$ cat src/hdl/als_aux_pkg.sv
// Shared constants and carriers for the light persistence filter and auxiliary pin
package als_aux_pkg;

  localparam int unsigned REG_ADDR_W = 8;
  localparam int unsigned REG_DATA_W = 8;

  // Register offsets
  localparam logic [7:0] PERSIST_OFFSET = 8'hbd;
  localparam logic [7:0] AUX_PIN_OFFSET = 8'hbe;

  // interrupt_persistence_filter fields
  localparam int unsigned LIGHT_PERSIST_LSB = 0;
  localparam int unsigned LIGHT_PERSIST_W   = 4;
  localparam int unsigned PROX_PERSIST_LSB  = 4;
  localparam int unsigned PROX_PERSIST_W    = 4;
  localparam logic [7:0]  PERSIST_RESET     = 8'h00;

  // aux_pin_control fields
  localparam int unsigned AUX_INVERT_BIT = 3;
  localparam int unsigned AUX_IN_EN_BIT  = 2;
  localparam int unsigned AUX_OUT_BIT    = 1;
  localparam int unsigned AUX_IN_BIT     = 0;
  localparam logic [7:0]  AUX_PIN_RESET  = 8'h02;
  localparam logic [7:0]  AUX_PIN_WMASK  = 8'h0e;

  // Persistence count mapping: short settings count directly, longer ones in steps of five
  localparam int unsigned COUNT_W         = 6;
  localparam logic [3:0]  PERSIST_SHORT   = 4'h3;
  localparam logic [5:0]  PERSIST_STEP    = 6'h05;

  typedef struct packed {
    logic                  write;
    logic                  read;
    logic [REG_ADDR_W-1:0] addr;
    logic [REG_DATA_W-1:0] wdata;
  } reg_req_t;

  typedef struct packed {
    logic level;
    logic oe_n;
  } pin_drive_t;

endpackage

$ cat src/hdl/als_persistence_and_aux_pin.sv
// Light interrupt persistence filter and auxiliary pin control with their registers
`timescale 1ns/100ps
`default_nettype none
module als_persistence_and_aux_pin #(
  parameter int unsigned CHANNELS = 5,
  parameter int unsigned DATA_W   = 16,
  parameter int unsigned SEL_W    = 3
) (
  input  wire logic                              clk_sys,
  input  wire logic                              reset,
  input  wire als_aux_pkg::reg_req_t             reg_req,
  output logic [als_aux_pkg::REG_DATA_W-1:0]     reg_rdata,
  output logic                                   reg_rvalid,
  input  wire logic                              light_sample_valid,
  input  wire logic [CHANNELS-1:0][DATA_W-1:0]   light_result,
  input  wire logic [SEL_W-1:0]                  light_threshold_source_select,
  input  wire logic [DATA_W-1:0]                 light_low_threshold,
  input  wire logic [DATA_W-1:0]                 light_high_threshold,
  input  wire logic                              light_irq_direct_en,
  input  wire logic                              aux_pin_irq_routing,
  input  wire logic                              aux_pin_in,
  output logic                                   aux_pin_out,
  output logic                                   aux_pin_oe_n,
  output logic                                   light_irq,
  output logic                                   light_irq_level,
  output logic [als_aux_pkg::PROX_PERSIST_W-1:0] prox_persist_count
);

  typedef struct packed {
    logic [7:0]              persist_filter;
    logic [7:0]              aux_ctrl;
    logic [7:0]              rdata;
    logic                    rvalid;
    logic                    sample_valid;
    logic                    out_of_range;
    als_aux_pkg::pin_drive_t pin;
  } top_state_t;

  top_state_t        state;
  top_state_t        next_state;
  logic              pin_sync;
  logic              filter_irq;
  logic              filter_met;
  logic [DATA_W-1:0] selected;
  logic [3:0]        light_persist_count;
  logic              aux_invert;
  logic              aux_in_en;
  logic              aux_out;
  logic              routed_value;
  logic              pin_value;
  logic [7:0]        aux_readback;

  sync_two_stage u_pin_sync (
    .clk_sys  (clk_sys),
    .reset    (reset),
    .async_in (aux_pin_in),
    .sync_out (pin_sync)
  );

  light_persist_filter #(
    .COUNT_W (als_aux_pkg::COUNT_W)
  ) u_filter (
    .clk_sys             (clk_sys),
    .reset               (reset),
    .sample_valid        (state.sample_valid),
    .out_of_range        (state.out_of_range),
    .light_persist_count (light_persist_count),
    .irq_pulse           (filter_irq),
    .persist_met         (filter_met)
  );

  assign light_persist_count = state.persist_filter[als_aux_pkg::LIGHT_PERSIST_LSB +: als_aux_pkg::LIGHT_PERSIST_W];
  assign aux_invert = state.aux_ctrl[als_aux_pkg::AUX_INVERT_BIT];
  assign aux_in_en  = state.aux_ctrl[als_aux_pkg::AUX_IN_EN_BIT];
  assign aux_out    = state.aux_ctrl[als_aux_pkg::AUX_OUT_BIT];

  // Out-of-range select falls back to channel zero rather than reading past the array
  always_comb begin
    if (light_threshold_source_select < SEL_W'(CHANNELS)) begin
      selected = light_result[light_threshold_source_select];
    end else begin
      selected = light_result[0];
    end
  end

  // Routed interrupt is active low on the pin unless the invert bit is set, unlike the active-high light_irq output
  always_comb begin
    if (aux_pin_irq_routing) begin
      if (light_irq_direct_en) begin
        routed_value = ~filter_met;
      end else begin
        routed_value = ~filter_met;
      end
    end else begin
      routed_value = aux_out;
    end
  end

  assign pin_value = routed_value ^ aux_invert;

  // The input bit is a live view of the pin only while input is enabled, so writes to it are discarded
  always_comb begin
    aux_readback = state.aux_ctrl & als_aux_pkg::AUX_PIN_WMASK;
    aux_readback[als_aux_pkg::AUX_IN_BIT] = aux_in_en & pin_sync;
  end

  always_comb begin
    next_state              = state;
    next_state.rvalid       = 1'b0;
    // Compare one cycle ahead of the filter to keep the wide compare off the counter path
    next_state.sample_valid = light_sample_valid;
    next_state.out_of_range = (selected < light_low_threshold) || (selected > light_high_threshold);

    if (reg_req.write) begin
      unique case (reg_req.addr)
        als_aux_pkg::PERSIST_OFFSET: begin
          next_state.persist_filter = reg_req.wdata;
        end
        als_aux_pkg::AUX_PIN_OFFSET: begin
          next_state.aux_ctrl = reg_req.wdata & als_aux_pkg::AUX_PIN_WMASK;
        end
        default: begin
        end
      endcase
    end

    if (reg_req.read) begin
      next_state.rvalid = 1'b1;
      unique case (reg_req.addr)
        als_aux_pkg::PERSIST_OFFSET: begin
          next_state.rdata = state.persist_filter;
        end
        als_aux_pkg::AUX_PIN_OFFSET: begin
          next_state.rdata = aux_readback;
        end
        default: begin
          next_state.rdata = 8'h00;
        end
      endcase
    end

    // Input mode releases the pin so an external driver owns it
    if (aux_in_en) begin
      next_state.pin.oe_n  = 1'b1;
      next_state.pin.level = 1'b1;
    end else begin
      next_state.pin.oe_n  = 1'b0;
      next_state.pin.level = pin_value;
    end
  end

  always_ff @(posedge clk_sys) begin
    if (reset) begin
      state                <= '0;
      state.persist_filter <= als_aux_pkg::PERSIST_RESET;
      state.aux_ctrl       <= als_aux_pkg::AUX_PIN_RESET;
      state.pin.oe_n       <= 1'b1;
      state.pin.level      <= 1'b1;
    end else begin
      state <= next_state;
    end
  end

  assign reg_rdata          = state.rdata;
  assign reg_rvalid         = state.rvalid;
  assign aux_pin_out        = state.pin.level;
  assign aux_pin_oe_n       = state.pin.oe_n;
  assign light_irq          = filter_irq;
  assign light_irq_level    = filter_met;
  assign prox_persist_count = state.persist_filter[als_aux_pkg::PROX_PERSIST_LSB +: als_aux_pkg::PROX_PERSIST_W];

endmodule
`default_nettype wire

$ cat src/hdl/sync_two_stage.sv
// Two flip-flop synchroniser for a level from outside the clock domain
`timescale 1ns/100ps
`default_nettype none
module sync_two_stage (
  input  wire logic clk_sys,
  input  wire logic reset,
  input  wire logic async_in,
  output logic      sync_out
);

  typedef struct packed {
    logic stage1;
    logic stage2;
  } sync_state_t;

  sync_state_t state;
  sync_state_t next_state;

  always_comb begin
    next_state        = state;
    next_state.stage1 = async_in;
    next_state.stage2 = state.stage1;
  end

  always_ff @(posedge clk_sys) begin
    if (reset) begin
      state <= '0;
    end else begin
      state <= next_state;
    end
  end

  assign sync_out = state.stage2;

endmodule
`default_nettype wire

$ cat src/hdl/light_persist_filter.sv
// Consecutive out-of-range counter that gates the light interrupt
`timescale 1ns/100ps
`default_nettype none
module light_persist_filter #(
  parameter int unsigned COUNT_W = als_aux_pkg::COUNT_W
) (
  input  wire logic       clk_sys,
  input  wire logic       reset,
  input  wire logic       sample_valid,
  input  wire logic       out_of_range,
  input  wire logic [3:0] light_persist_count,
  output logic            irq_pulse,
  output logic            persist_met
);

  typedef struct packed {
    logic [COUNT_W-1:0] run;
    logic               irq;
    logic               met;
  } filter_state_t;

  filter_state_t      state;
  filter_state_t      next_state;
  logic [COUNT_W-1:0] needed;
  logic [COUNT_W-1:0] run_inc;

  always_comb begin
    if (light_persist_count <= als_aux_pkg::PERSIST_SHORT) begin
      needed = COUNT_W'(light_persist_count);
    end else begin
      needed = COUNT_W'(als_aux_pkg::PERSIST_STEP * (light_persist_count - als_aux_pkg::PERSIST_SHORT));
    end
  end

  // Saturating, so a long excursion cannot wrap the run back under the target,
  // even when the setting is lowered below a run already counted
  assign run_inc = (state.run >= needed) ? state.run : COUNT_W'(state.run + 1'b1);

  always_comb begin
    next_state     = state;
    next_state.irq = 1'b0;
    if (sample_valid) begin
      if (light_persist_count == 4'h0) begin
        next_state.irq = 1'b1;
        next_state.met = out_of_range;
        next_state.run = '0;
      end else if (out_of_range) begin
        next_state.run = run_inc;
        next_state.irq = (run_inc >= needed);
        next_state.met = (run_inc >= needed);
      end else begin
        next_state.run = '0;
        next_state.met = 1'b0;
      end
    end
  end

  always_ff @(posedge clk_sys) begin
    if (reset) begin
      state <= '0;
    end else begin
      state <= next_state;
    end
  end

  assign irq_pulse   = state.irq;
  assign persist_met = state.met;

endmodule
`default_nettype wire

$ cat config.mk
export PLATFORM = sky130hd
export DESIGN_NAME = als_persistence_and_aux_pin
export DESIGN_NICKNAME = d
export VERILOG_FILES = /design/src/hdl/als_aux_pkg.sv /design/src/hdl/als_persistence_and_aux_pin.sv /design/src/hdl/sync_two_stage.sv /design/src/hdl/light_persist_filter.sv
export SDC_FILE = /design/constraint.sdc
export NUM_CORES = 1
export LEC_CHECK = 0
export BUFFER_PORTS_ARGS = -buffer_cell sky130_fd_sc_hd__buf_4
export CAP_MARGIN = 15
export CORE_MARGIN = 10
export CORE_UTILIZATION = 30
export DETAILED_ROUTE_END_ITERATION = 16
export PLACE_DENSITY = 0.54
export SETUP_SLACK_MARGIN = 0.05
export SYNTH_ARGS = -nofsm -noshare
export SYNTH_HDL_FRONTEND = slang
export SYNTH_SLANG_ARGS = --single-unit
$ cat constraint.sdc
create_clock -name clk_sys -period 11.8 [get_ports clk_sys]
set_input_delay 0.59 -clock clk_sys [delete_from_list [all_inputs] [get_ports clk_sys]]
set_output_delay 0.59 -clock clk_sys [all_outputs]
set_load 0.01 [all_outputs]
# ---- After elaboration in Yosys (flattened, before gate mapping)
# Index checks and enable logic that the tools add are counted.
dict set report totals {
  ff_bits 34
  output_inout_bits 17
}
dict set report op_classes {
  addsub 2
  n_mul 1
  order_cmp 7
  eq_ne 2
  mux 12
  bitwise 4
  reduce_logical 6
}
# op n
set ops {}
lappend ops {{16-bit binary-select mux with 3-bit select} 1}
lappend ops {{16-bit 2-to-1 mux} 2}
lappend ops {{6-bit 2-to-1 mux} 3}
lappend ops {{8-bit == test, second input constant} 2}
lappend ops {{16-bit > comparator} 1}
lappend ops {{16-bit less-than comparator} 1}
lappend ops {{8-bit one-hot mux with 2 select lines} 1}
lappend ops {{6-bit >= comparator} 2}
lappend ops {{8-bit 2-to-1 mux} 1}
lappend ops {{6-bit by 1-bit adder with 6-bit output, second input constant} 1}
lappend ops {{3-bit by 6-bit multiplier with 6-bit output, first input constant} 1}
lappend ops {{4-bit by 2-bit subtractor with 5-bit output, second input constant} 1}
lappend ops {{4-bit by 2-bit less-or-equal comparator with 1-bit output, second input constant} 1}
lappend ops {{4-bit zero test} 1}
lappend ops {{3-bit by 4-bit less-than comparator with 1-bit output, second input constant} 1}
lappend ops {{1-bit 2-to-1 mux} 4}
lappend ops {{2-bit AND reduction} 2}
lappend ops {{2-bit OR reduction} 2}
lappend ops {{3-bit less-than comparator, second input constant} 1}
lappend ops {{1-bit NOT} 2}
lappend ops {{1-bit AND} 1}
lappend ops {{1-bit logical OR} 1}
lappend ops {{1-bit bitwise XOR} 1}

# ---- Longest topological paths before layout
# Gate-level depths: netlist of the first run.
dict set report depth {
  depth_word 8
  mapped_depth 21
  depth_no_buf 19
}

# ---- By module
# A second synthesis of the first run with hierarchy kept.
dict set report unflattened {
  hier_cells 402
  area_unflattened_um2 3515.9
}
# module n_inst cells_each area_each_um2 seq_area_each_um2
set modules_own_cells {}
lappend modules_own_cells {als_persistence_and_aux_pin 1 295 2497.4 480.5}
lappend modules_own_cells {light_persist_filter 1 103 965.9 160.2}
lappend modules_own_cells {sync_two_stage 1 4 52.6 40.0}

# ---- Least setup slack after synthesis of the first run
# OpenSTA, ideal clock, no wires.
dict set report synth_path {
  kind {register to register}
  startpoint {register state, in the netlist light_persist_count[0]}
  endpoint {register u_filter.state, in the netlist u_filter.persist_met}
  setup_time_ns 0.134
  t_arrival_ns 3.976
  required_time_ns 11.666
  path_slack_ns 7.690
  stages_incl_launch_ff 20
  path_buffers 0
  cell_sequence {dfxtp_1 -> inv_1 -> ha_1 -> ha_1 -> ha_1 -> fa_1 -> xor2_1 -> nor3b_1 -> a21oi_1 -> ha_1 -> a21o_1 -> a31oi_2 -> o21a_1 -> xnor2_1 -> ha_1 -> nand2b_1 -> a21o_1 -> a211oi_1 -> or3_1 -> o211ai_1}
}
dict set report synth_via {
  elab_chain_len 8
}
# element line_no
set synth_rtl {}
lappend synth_rtl {{from (decl)} als_persistence_and_aux_pin.sv:39} ;# top_state_t state;
lappend synth_rtl {{from (signal assigned)} als_persistence_and_aux_pin.sv:160} ;# state <= next_state;
lappend synth_rtl {{4-bit by 2-bit subtractor with 5-bit output} light_persist_filter.sv:31} ;# needed = COUNT_W'(als_aux_pkg::PERSIST_STEP * (light_persist_count - als_aux_pkg::PERSIST_SHORT));
lappend synth_rtl {{3-bit by 6-bit multiplier with 6-bit output} light_persist_filter.sv:31}
lappend synth_rtl {{6-bit 2-to-1 mux} light_persist_filter.sv:28} ;# if (light_persist_count <= als_aux_pkg::PERSIST_SHORT) begin
lappend synth_rtl {{6-bit >= comparator} light_persist_filter.sv:37} ;# assign run_inc = (state.run >= needed) ? state.run : COUNT_W'(state.run + 1'b1);
lappend synth_rtl {{6-bit 2-to-1 mux} light_persist_filter.sv:37}
lappend synth_rtl {{6-bit >= comparator} light_persist_filter.sv:50} ;# next_state.met = (run_inc >= needed);
lappend synth_rtl {{1-bit 2-to-1 mux} light_persist_filter.sv:47} ;# end else if (out_of_range) begin
lappend synth_rtl {{8-bit 2-to-1 mux *} light_persist_filter.sv:43} ;# if (light_persist_count == 4'h0) begin
lappend synth_rtl {{to (signal assigned)} light_persist_filter.sv:62} ;# state <= next_state;
lappend synth_rtl {{to (decl)} light_persist_filter.sv:22} ;# filter_state_t state;
# Every way passes the cells marked *; elsewhere a longest branch is shown, timed or not.
# A chain may end at the register's enable or synchronous reset.

# ---- Worst setup path in the final report of the first run
# Same ends and word-level chain as after synthesis.

==> out/summary.txt, run 1 <==
status - finished, final reports clean
worst vdd ir - 0.0000651 V
TritonCTS Buffers - 5
Initial Utilization - 30.4%
clock-pin slew on the worst setup and hold paths - 60 ps
GRT Overall Usage - 13.5%
vias per inst - 4.98
row cnt - 39
nets@finish - 735
H-tree levels - 2
Power Total - 0.403 mW
post-synthesis cell area - 3440 um^2
most frequent cells in the layout - buf_4, ha_1, a21oi_1
Power Dens Cells - 82.5 nW/um^2
Ys Warns - 0
GR Overflow Total - 0
Setup Viol. Count Final - 0
post-synthesis mux area share - 15.7%
Antenna Cells - 0
Final Hold Viols - 0
total number of vias - 3429
core box area - 11300 um^2
Critical Path RT - 11950 ps
routed wire length - 11200 um
Final Wtd Congestion - 0.817
sequential cell area - 681 um^2
XOR/XNOR share of the synthesized area - 2.54%
Synth cell types - 52
Max Cap Viol - 0
IO buf count - 154
first-pass GRT wire length - 18300 um
P_leak - 2.23 nW
Pins Over Slew Limit - 0
adder-cell share of the synthesized area - 18.8%
Root Driver - clkbuf_16
Horiz. Die Dim - 127 um
Critical Path Sink Type - register
Area growth syn-to-layout - 41.7%
post-synthesis register bit count - 34
most used flip-flop cell after synthesis - dfxtp_1
simple-gate share of the synthesized area - 18.7%
setup TNS - 0 ps
largest family of logic cells by synthesized area - adder cells
number of synthesized flops with an enable pin - 0
CTS Sinks - 34
share of layout cells above drive strength 1 - 34.1%
Worst Path Max Fanout - 6
Die Ht - 127 um
# resized after CTS - 0
initial antenna violation count - 0
Finished Layout Cells - 689
die area - 16200 um^2
Fillers - 1172
Skew-Pair Late Insertion Delay - 280 ps
routed len/inst - 16.3 um
max_slew headroom - 42.1%
# IOs - 156
CTS tree - done
cells after synthesis - 405
Starting DRT DRC Count - 120
TritonRoute pass-1 iters - 4
Synth Area in Compound Gates - 17.7%
achievable frequency - 0.222 GHz
crit path DAT - 4650 ps
Syn Nets - 595
Tightest Pin Transition - 863 ps
Bufs on Longest Clock Path - 2
buffer count from post-CTS setup fixing - 0
RSZ-0062 raised after global routing - false
CP Class - reg2reg
multi-input logic area - 2530 um^2
Tmin final - 4500 ps
period utilization - 38.1%
DRC errors left - 0
vias in the first global route - 3766
Cell Count Post-Placement - 681
Antenna Nets Post-Route - 0
most common library cell in the layout ignoring fill and taps - buf_4
post-synthesis sequential area ratio - 19.8%
hold crit path type - reg2reg
hold-fix buffer count after cts - 0
Startpoint Class - register
Synth async-reset ratio - 0%
skew final - 4.49 ps
Final HPWL DP - 9760 um
largest net degree at the start of global routing - 36
Post-Syn Area per Cell - 8.50 um^2
==> synthesized netlist by cell type, drive strengths merged (2+ instances only) <==
master | n | area (um^2)
o211ai | 5 | 37.5
nand4 | 4 | 25.0
a22oi | 3 | 22.5
a31oi | 7 | 56.3
xnor2 | 5 | 43.8
or4 | 4 | 30.0
buf | 8 | 45.0
nand4b | 2 | 17.5
clkbuf | 13 | 48.8
nand2 | 27 | 101
a211oi | 6 | 45.0
ha | 50 | 626
o21ai | 12 | 63.8
a22o | 2 | 17.5
mux2i | 17 | 170
a21oi | 42 | 210
xor2 | 5 | 43.8
nor3b | 2 | 15.0
mux4 | 16 | 360
a311oi | 2 | 17.5
inv | 37 | 139
nor2 | 31 | 124
nor4 | 2 | 27.5
and4 | 2 | 17.5
o21a | 2 | 15.0
a211o | 3 | 26.3
a21o | 6 | 45.0
dfxtp | 34 | 681
nand3 | 24 | 120
nand2b | 12 | 75.1
nor2b | 6 | 37.5
==> worst max-delay path, stage by stage, from the launching register on <==
cell	delay, ps
dfxtp_1	440
inv_1	110
ha_1	330
ha_1	280
ha_1	210
fa_1	380
xor2_1	180
nor3b_1	180
a21oi_1	100
ha_1	330
a21o_1	200
a31oi_2	180
o21a_1	260
xnor2_1	140
ha_1	240
nand2b_1	140
a21o_1	180
a211oi_1	240
or3_1	180
o211ai_1	90
==> report_power, final <==
part / internal [mW] / leakage [nW] / switching (mW)
Clock: 0.121 / 0.0940 / 0.0499
Combinational: 0.0641 / 1.85 / 0.0474
Sequential: 0.118 / 0.277 / 0.00212
Total: 0.303 / 2.23 / 0.0993
==> layer usage <==
layer  routed length (um)  GRT usage, %  vias up  share of wire [%]
met5                    0             0        -                  0
met4                   91          3.28        0               0.81
met2                 5460          23.7      115                 49
li1                     -             -     1764                  -
met1                 4310          13.7     1544                 38
met3                 1350          7.61        6                 12
==> flip-flops by register name, summed over array words and instances (netlist names), 2 cells and up <==
name                 count
prox_persist_count       4
u_filter.state           6
reg_rdata                8
light_persist_count      4
state                    2
==> final timing paths <==
kind                                        from                                end  slack [ps]  cells past startpoint
max          light_persist_count[0]$_SDFFE_PP0P_  u_filter.persist_met$_SDFFE_PP0P_        7300                     19
max reg2reg  light_persist_count[0]$_SDFFE_PP0P_  u_filter.persist_met$_SDFFE_PP0P_        7300                     19
min          u_pin_sync.next_state[0]$_SDFF_PP0_     u_pin_sync.sync_out$_SDFF_PP0_         470                      1
min reg2reg  u_pin_sync.next_state[0]$_SDFF_PP0_     u_pin_sync.sync_out$_SDFF_PP0_         470                      1
==> per-stage QoR <==
| step | utilization [%] | hold slack [ps] | setup slack, ps | instance area (um^2) |
|---|---|---|---|---|
| 5_1_grt | 43.1 | 486 | 6960 | 4880 |
| 6_report | 43.1 | 465 | 7300 | 4880 |
| 3_3_place_gp | 41.4 | 453 | 7370 | 4680 |
| 4_1_cts | 43.1 | 473 | 7270 | 4880 |
| 2_1_floorplan | - | 414 | 7690 | 3440 |
| 3_5_place_dp | 41.4 | 454 | 7270 | 4680 |
==> layout make-up <==
type | instances | share of cell area, %
multi-input cells | 313 | 51.9
repair buffers | 154 | 23.7
flip-flops and latches | 34 | 14.0
well taps | 143 | 3.67
inverters | 37 | 2.85
clock buffers | 5 | 2.56
clock inverters | 3 | 1.41
==> cell families (layout without fill, tap and decap cells) <==
logic type               count (synthesis)  count (layout)
multiplexers                            34              34
flip-flops                              34              34
XOR/XNOR                                10              10
buffers and inverters                   58             199
AO/OA/AOI/OAI                           96              96
AND/OR/NAND/NOR                        122             122
adder cells (fa/ha/maj)                 51              51
Note: power is estimated with default switching activity, not from simulation.
==> run 2: changes to the inputs <==
--- a/config.mk
+++ b/config.mk
@@ -5,12 +5,13 @@
 export SDC_FILE = /design/constraint.sdc
 export NUM_CORES = 1
 export LEC_CHECK = 0
+export ABC_AREA = 1
 export BUFFER_PORTS_ARGS = -buffer_cell sky130_fd_sc_hd__buf_4
 export CAP_MARGIN = 15
 export CORE_MARGIN = 10
 export CORE_UTILIZATION = 30
 export DETAILED_ROUTE_END_ITERATION = 16
-export PLACE_DENSITY = 0.54
+export PLACE_DENSITY = 0.57
 export SETUP_SLACK_MARGIN = 0.05
 export SYNTH_ARGS = -nofsm -noshare
 export SYNTH_HDL_FRONTEND = slang
==> constraint.sdc (replaced) <==
create_clock -name clk_sys -period 3.7 [get_ports clk_sys]
set_input_delay 0.185 -clock clk_sys [delete_from_list [all_inputs] [get_ports clk_sys]]
set_output_delay 0.185 -clock clk_sys [all_outputs]
set_load 0.01 [all_outputs]
==> out/summary.txt, run 2 <==
crit-path cells - a21oi_4 > xor2_2 > ha_4 > ha_4 > fa_2 > xnor2_1 > nand2_1 > ha_4 > nand2_2 > o21a_1 > nand3_4 > inv_2 > nand2_2 > xor2_2 > inv_2 > ha_4 > a21boi_2 > o21ai_1 > nand2_1 > a21oi_2 > o21ai_2 > nand3_1 > a21oi_1
Largest register FFs - 8 (unchanged)
Root Driver - clkbuf_8
Synth top area share - 20.5% (+0.74 points)
cells after synthesis - 519 (+28%)
Fillers - 1138 (-2.9%)
Bufs on Longest Clock Path - 2 (unchanged)
achievable frequency - 0.265 GHz (+19%)
Tmin final - 3770 ps (-734 ps)
worst vdd ir - 0.000106 V (+62%)
TritonCTS Buffers - 5 (unchanged)
Antenna Cells - 0 (unchanged)
DRC errors left - 0 (unchanged)
Starting DRT DRC Count - 187 (+56%)
nets@finish - 871 (+19%)
failing checks - negative setup slack
Setup Viol. Count Final - 2 (+2)
Final Wtd Congestion - 0.860 (+5.3%)
TritonRoute pass-1 iters - 4 (unchanged)
Area growth syn-to-layout - 51.3%
hold-fix buffer count after cts - 0 (unchanged)
Final Hold Slack - 114 ps (-351 ps)
RR Endpoint - u_filter.persist_met$_SDFFE_PP0P_
Skew-Pair Late Insertion Delay - 280 ps (about the same)
status - finished, violations left
Synth area leader - dfxtp_1
skew final - 6.20 ps (+1.71 ps)
clock-pin slew on the worst setup and hold paths - 70 ps (about the same)
CP Buf/Inv Count - 2 (+1)
flop2flop setup slack - -70 ps (-7370 ps)
Startpoint Class - register
GR Overflow Total - 0 (unchanged)
CTS Sinks - 34 (unchanged)
largest net degree at the start of global routing - 25 (-31%)
Synth top cells by count - nand2_1, inv_1, ha_1
CP top delay family - adder cells
Antenna Nets Post-Route - 0 (unchanged)
Worst Path Max Fanout - 3 (-3)
top-count cell post-synth - nand2_1
Critical Path Sink Type - register
Horiz. Die Dim - 125 um (-1.5%)
Synth async-reset ratio - 0% (unchanged)
RSZ-0062 raised after global routing - true
most common library cell in the layout ignoring fill and taps - buf_4
sink of the worst hold path - u_pin_sync.next_state[0]$_SDFF_PP0_
Stages on worst setup path - 23 (+4)
share of layout cells above drive strength 1 - 32.8% (-1.2 points)
post-synthesis sequential area ratio - 20.5% (+0.74 points)
# IOs - 156 (unchanged)
Tightest Pin Transition - 535 ps (-328 ps)
final setup margin - -66.6 ps (-7370 ps)
row cnt - 38 (-2.6%)
number of cells on the worst reg-to-reg path - 23 (+4)
most frequent cells in the layout - buf_4, nand2_1, inv_1
core box area - 10800 um^2 (-4.2%)
Final Hold Viols - 0 (unchanged)
die area - 15700 um^2 (-3.0%)
vias in the first global route - 4151 (+10%)
period utilization - 102% (+64 points)
Worst path most repeated cell - ha_4
initial antenna violation count - 0 (unchanged)
GRT Overall Usage - 15.4% (+1.8 points)
P_leak - 2.52 nW (+13%)
post-synthesis cell area - 3320 um^2 (-3.6%)
Initial Utilization - 30.6% (+0.21 points)
CP Class - reg2reg
CTS tree - done
Syn Nets - 709 (+19%)
utilization after layout - 46.3% (+3.2 points)
total number of vias - 3932 (+15%)
Ys Warns - 0 (unchanged)
Final HPWL DP - 10600 um (+9.0%)
ranking of synthesized cells by area - dfxtp_1, ha_1, nand2_1, inv_1, a21oi_1
hold crit path type - in2reg
Post-Syn Area per Cell - 6.40 um^2 (-25%)
most used flip-flop cell after synthesis - dfxtp_1
Critical Path RT - 3870 ps (-8080 ps)
number of synthesized flops with an enable pin - 0 (unchanged)
max_slew headroom - 64.0% (+22 points)
post-synthesis register bit count - 34 (unchanged)
vias per inst - 4.78 (-3.9%)
hold-critical path depth - 3 (+2)
Pins Over Slew Limit - 0 (unchanged)
Max Cap Viol - 0 (unchanged)
slowest CP cell - dfxtp_4
worst min-delay path startpoint - aux_pin_in
first-pass GRT wire length - 20600 um (+13%)
IO buf count - 154 (unchanged)
Die Ht - 125 um (-1.5%)
routed len/inst - 15.4 um (-5.3%)
routed wire length - 12700 um (+13%)
Synth cell types - 36 (-31%)
CP peak stage delay - 360 ps (-80 ps)
reg2reg start - light_persist_count[1]$_SDFFE_PP0P_
Power Dens Cells - 214 nW/um^2 (+160%)
crit path DAT - 3940 ps (-710 ps)
H-tree levels - 2 (unchanged)
[run 2: cell count changes after synthesis, sizes merged, moves of 6 or more]
cell	change
nand2	+88
inv	+48
o21ai	+41
mux2i	-17
mux4	-16
nand2b	-12
nor2	+12
nand3	+11
a21o	-6
a31oi	-6
nor2b	-6
[run 2: stage by stage]
step / worst slack [ps] / total power [mW] / TNS (ps) / area, um^2 / std cells
final: -66.6 / 1.07 / -129 / 5020 / 822
after global routing: -212 / 1.15 / -421 / 5020 / 822
after CTS: 2.65 / 1.09 / 0 / 4920 / 821
after detailed placement: -172 / 0.747 / -338 / 4680 / 809
after global placement: -68.4 / 0.741 / -128 / 4680 / 809
after floorplan: 63.4 / 0.570 / 0 / 3330 / 519
[run 2: worst max-delay path by stage]
stage	from	end
2_1_floorplan	light_persist_count[0]$_SDFFE_PP0P_	u_filter.persist_met$_SDFFE_PP0P_
3_3_place_gp	light_persist_count[0]$_SDFFE_PP0P_	u_filter.persist_met$_SDFFE_PP0P_
3_5_place_dp	light_persist_count[1]$_SDFFE_PP0P_	u_filter.persist_met$_SDFFE_PP0P_
4_1_cts	light_persist_count[1]$_SDFFE_PP0P_	u_filter.persist_met$_SDFFE_PP0P_
5_1_grt	light_persist_count[1]$_SDFFE_PP0P_	u_filter.persist_met$_SDFFE_PP0P_
6_report	light_persist_count[1]$_SDFFE_PP0P_	u_filter.persist_met$_SDFFE_PP0P_
[run 2: kinds of logic after synthesis]
group / after synthesis / synth area share, %
flip-flops: 34 / 20.5
adder cells (fa/ha/maj): 51 / 19.4
AND/OR/NAND/NOR: 205 / 26.2
buffers and inverters: 100 / 11.6
XOR/XNOR: 11 / 2.90
AO/OA/AOI/OAI: 118 / 19.3
[run 2: timing repair]
item / in CTS / in global routing
buffers inserted: 4 / 1
gates resized for setup: 16 / 17
pin swaps: 8 / 7
endpoints found under the setup margin: 2 / 2
[run 2: tightest hold or removal path, cell delays in order]
cell	delay, ps
buf_4	80
inv_1	30
nor2_1	60
[run 2: metal layers]
metal  GRT usage (%)  routed length [um]  vias up
li1                -                   -     2033
met1            16.7                4910     1802
met2            29.9                7050       87
met3            3.04                 579       10
met4            3.05                 145        0
met5               0                   0        -
[run 2: power breakdown]
part | switching [mW] | internal (mW)
sequential | 0.00569 | 0.375
clock | 0.134 | 0.202
combinational | 0.175 | 0.182
[run 2: final cells by class]
cell class | instances | area [um^2] | area share, %
Inverter | 85 | 319 | 6.35
Clock inverter | 1 | 30.0 | 0.598
Timing Repair Buffer | 170 | 1280 | 25.6
Clock buffer | 7 | 76.3 | 1.52
Tap cell | 140 | 175 | 3.49
Multi-Input combinational cell | 385 | 2450 | 48.8
Sequential cell | 34 | 686 | 13.7
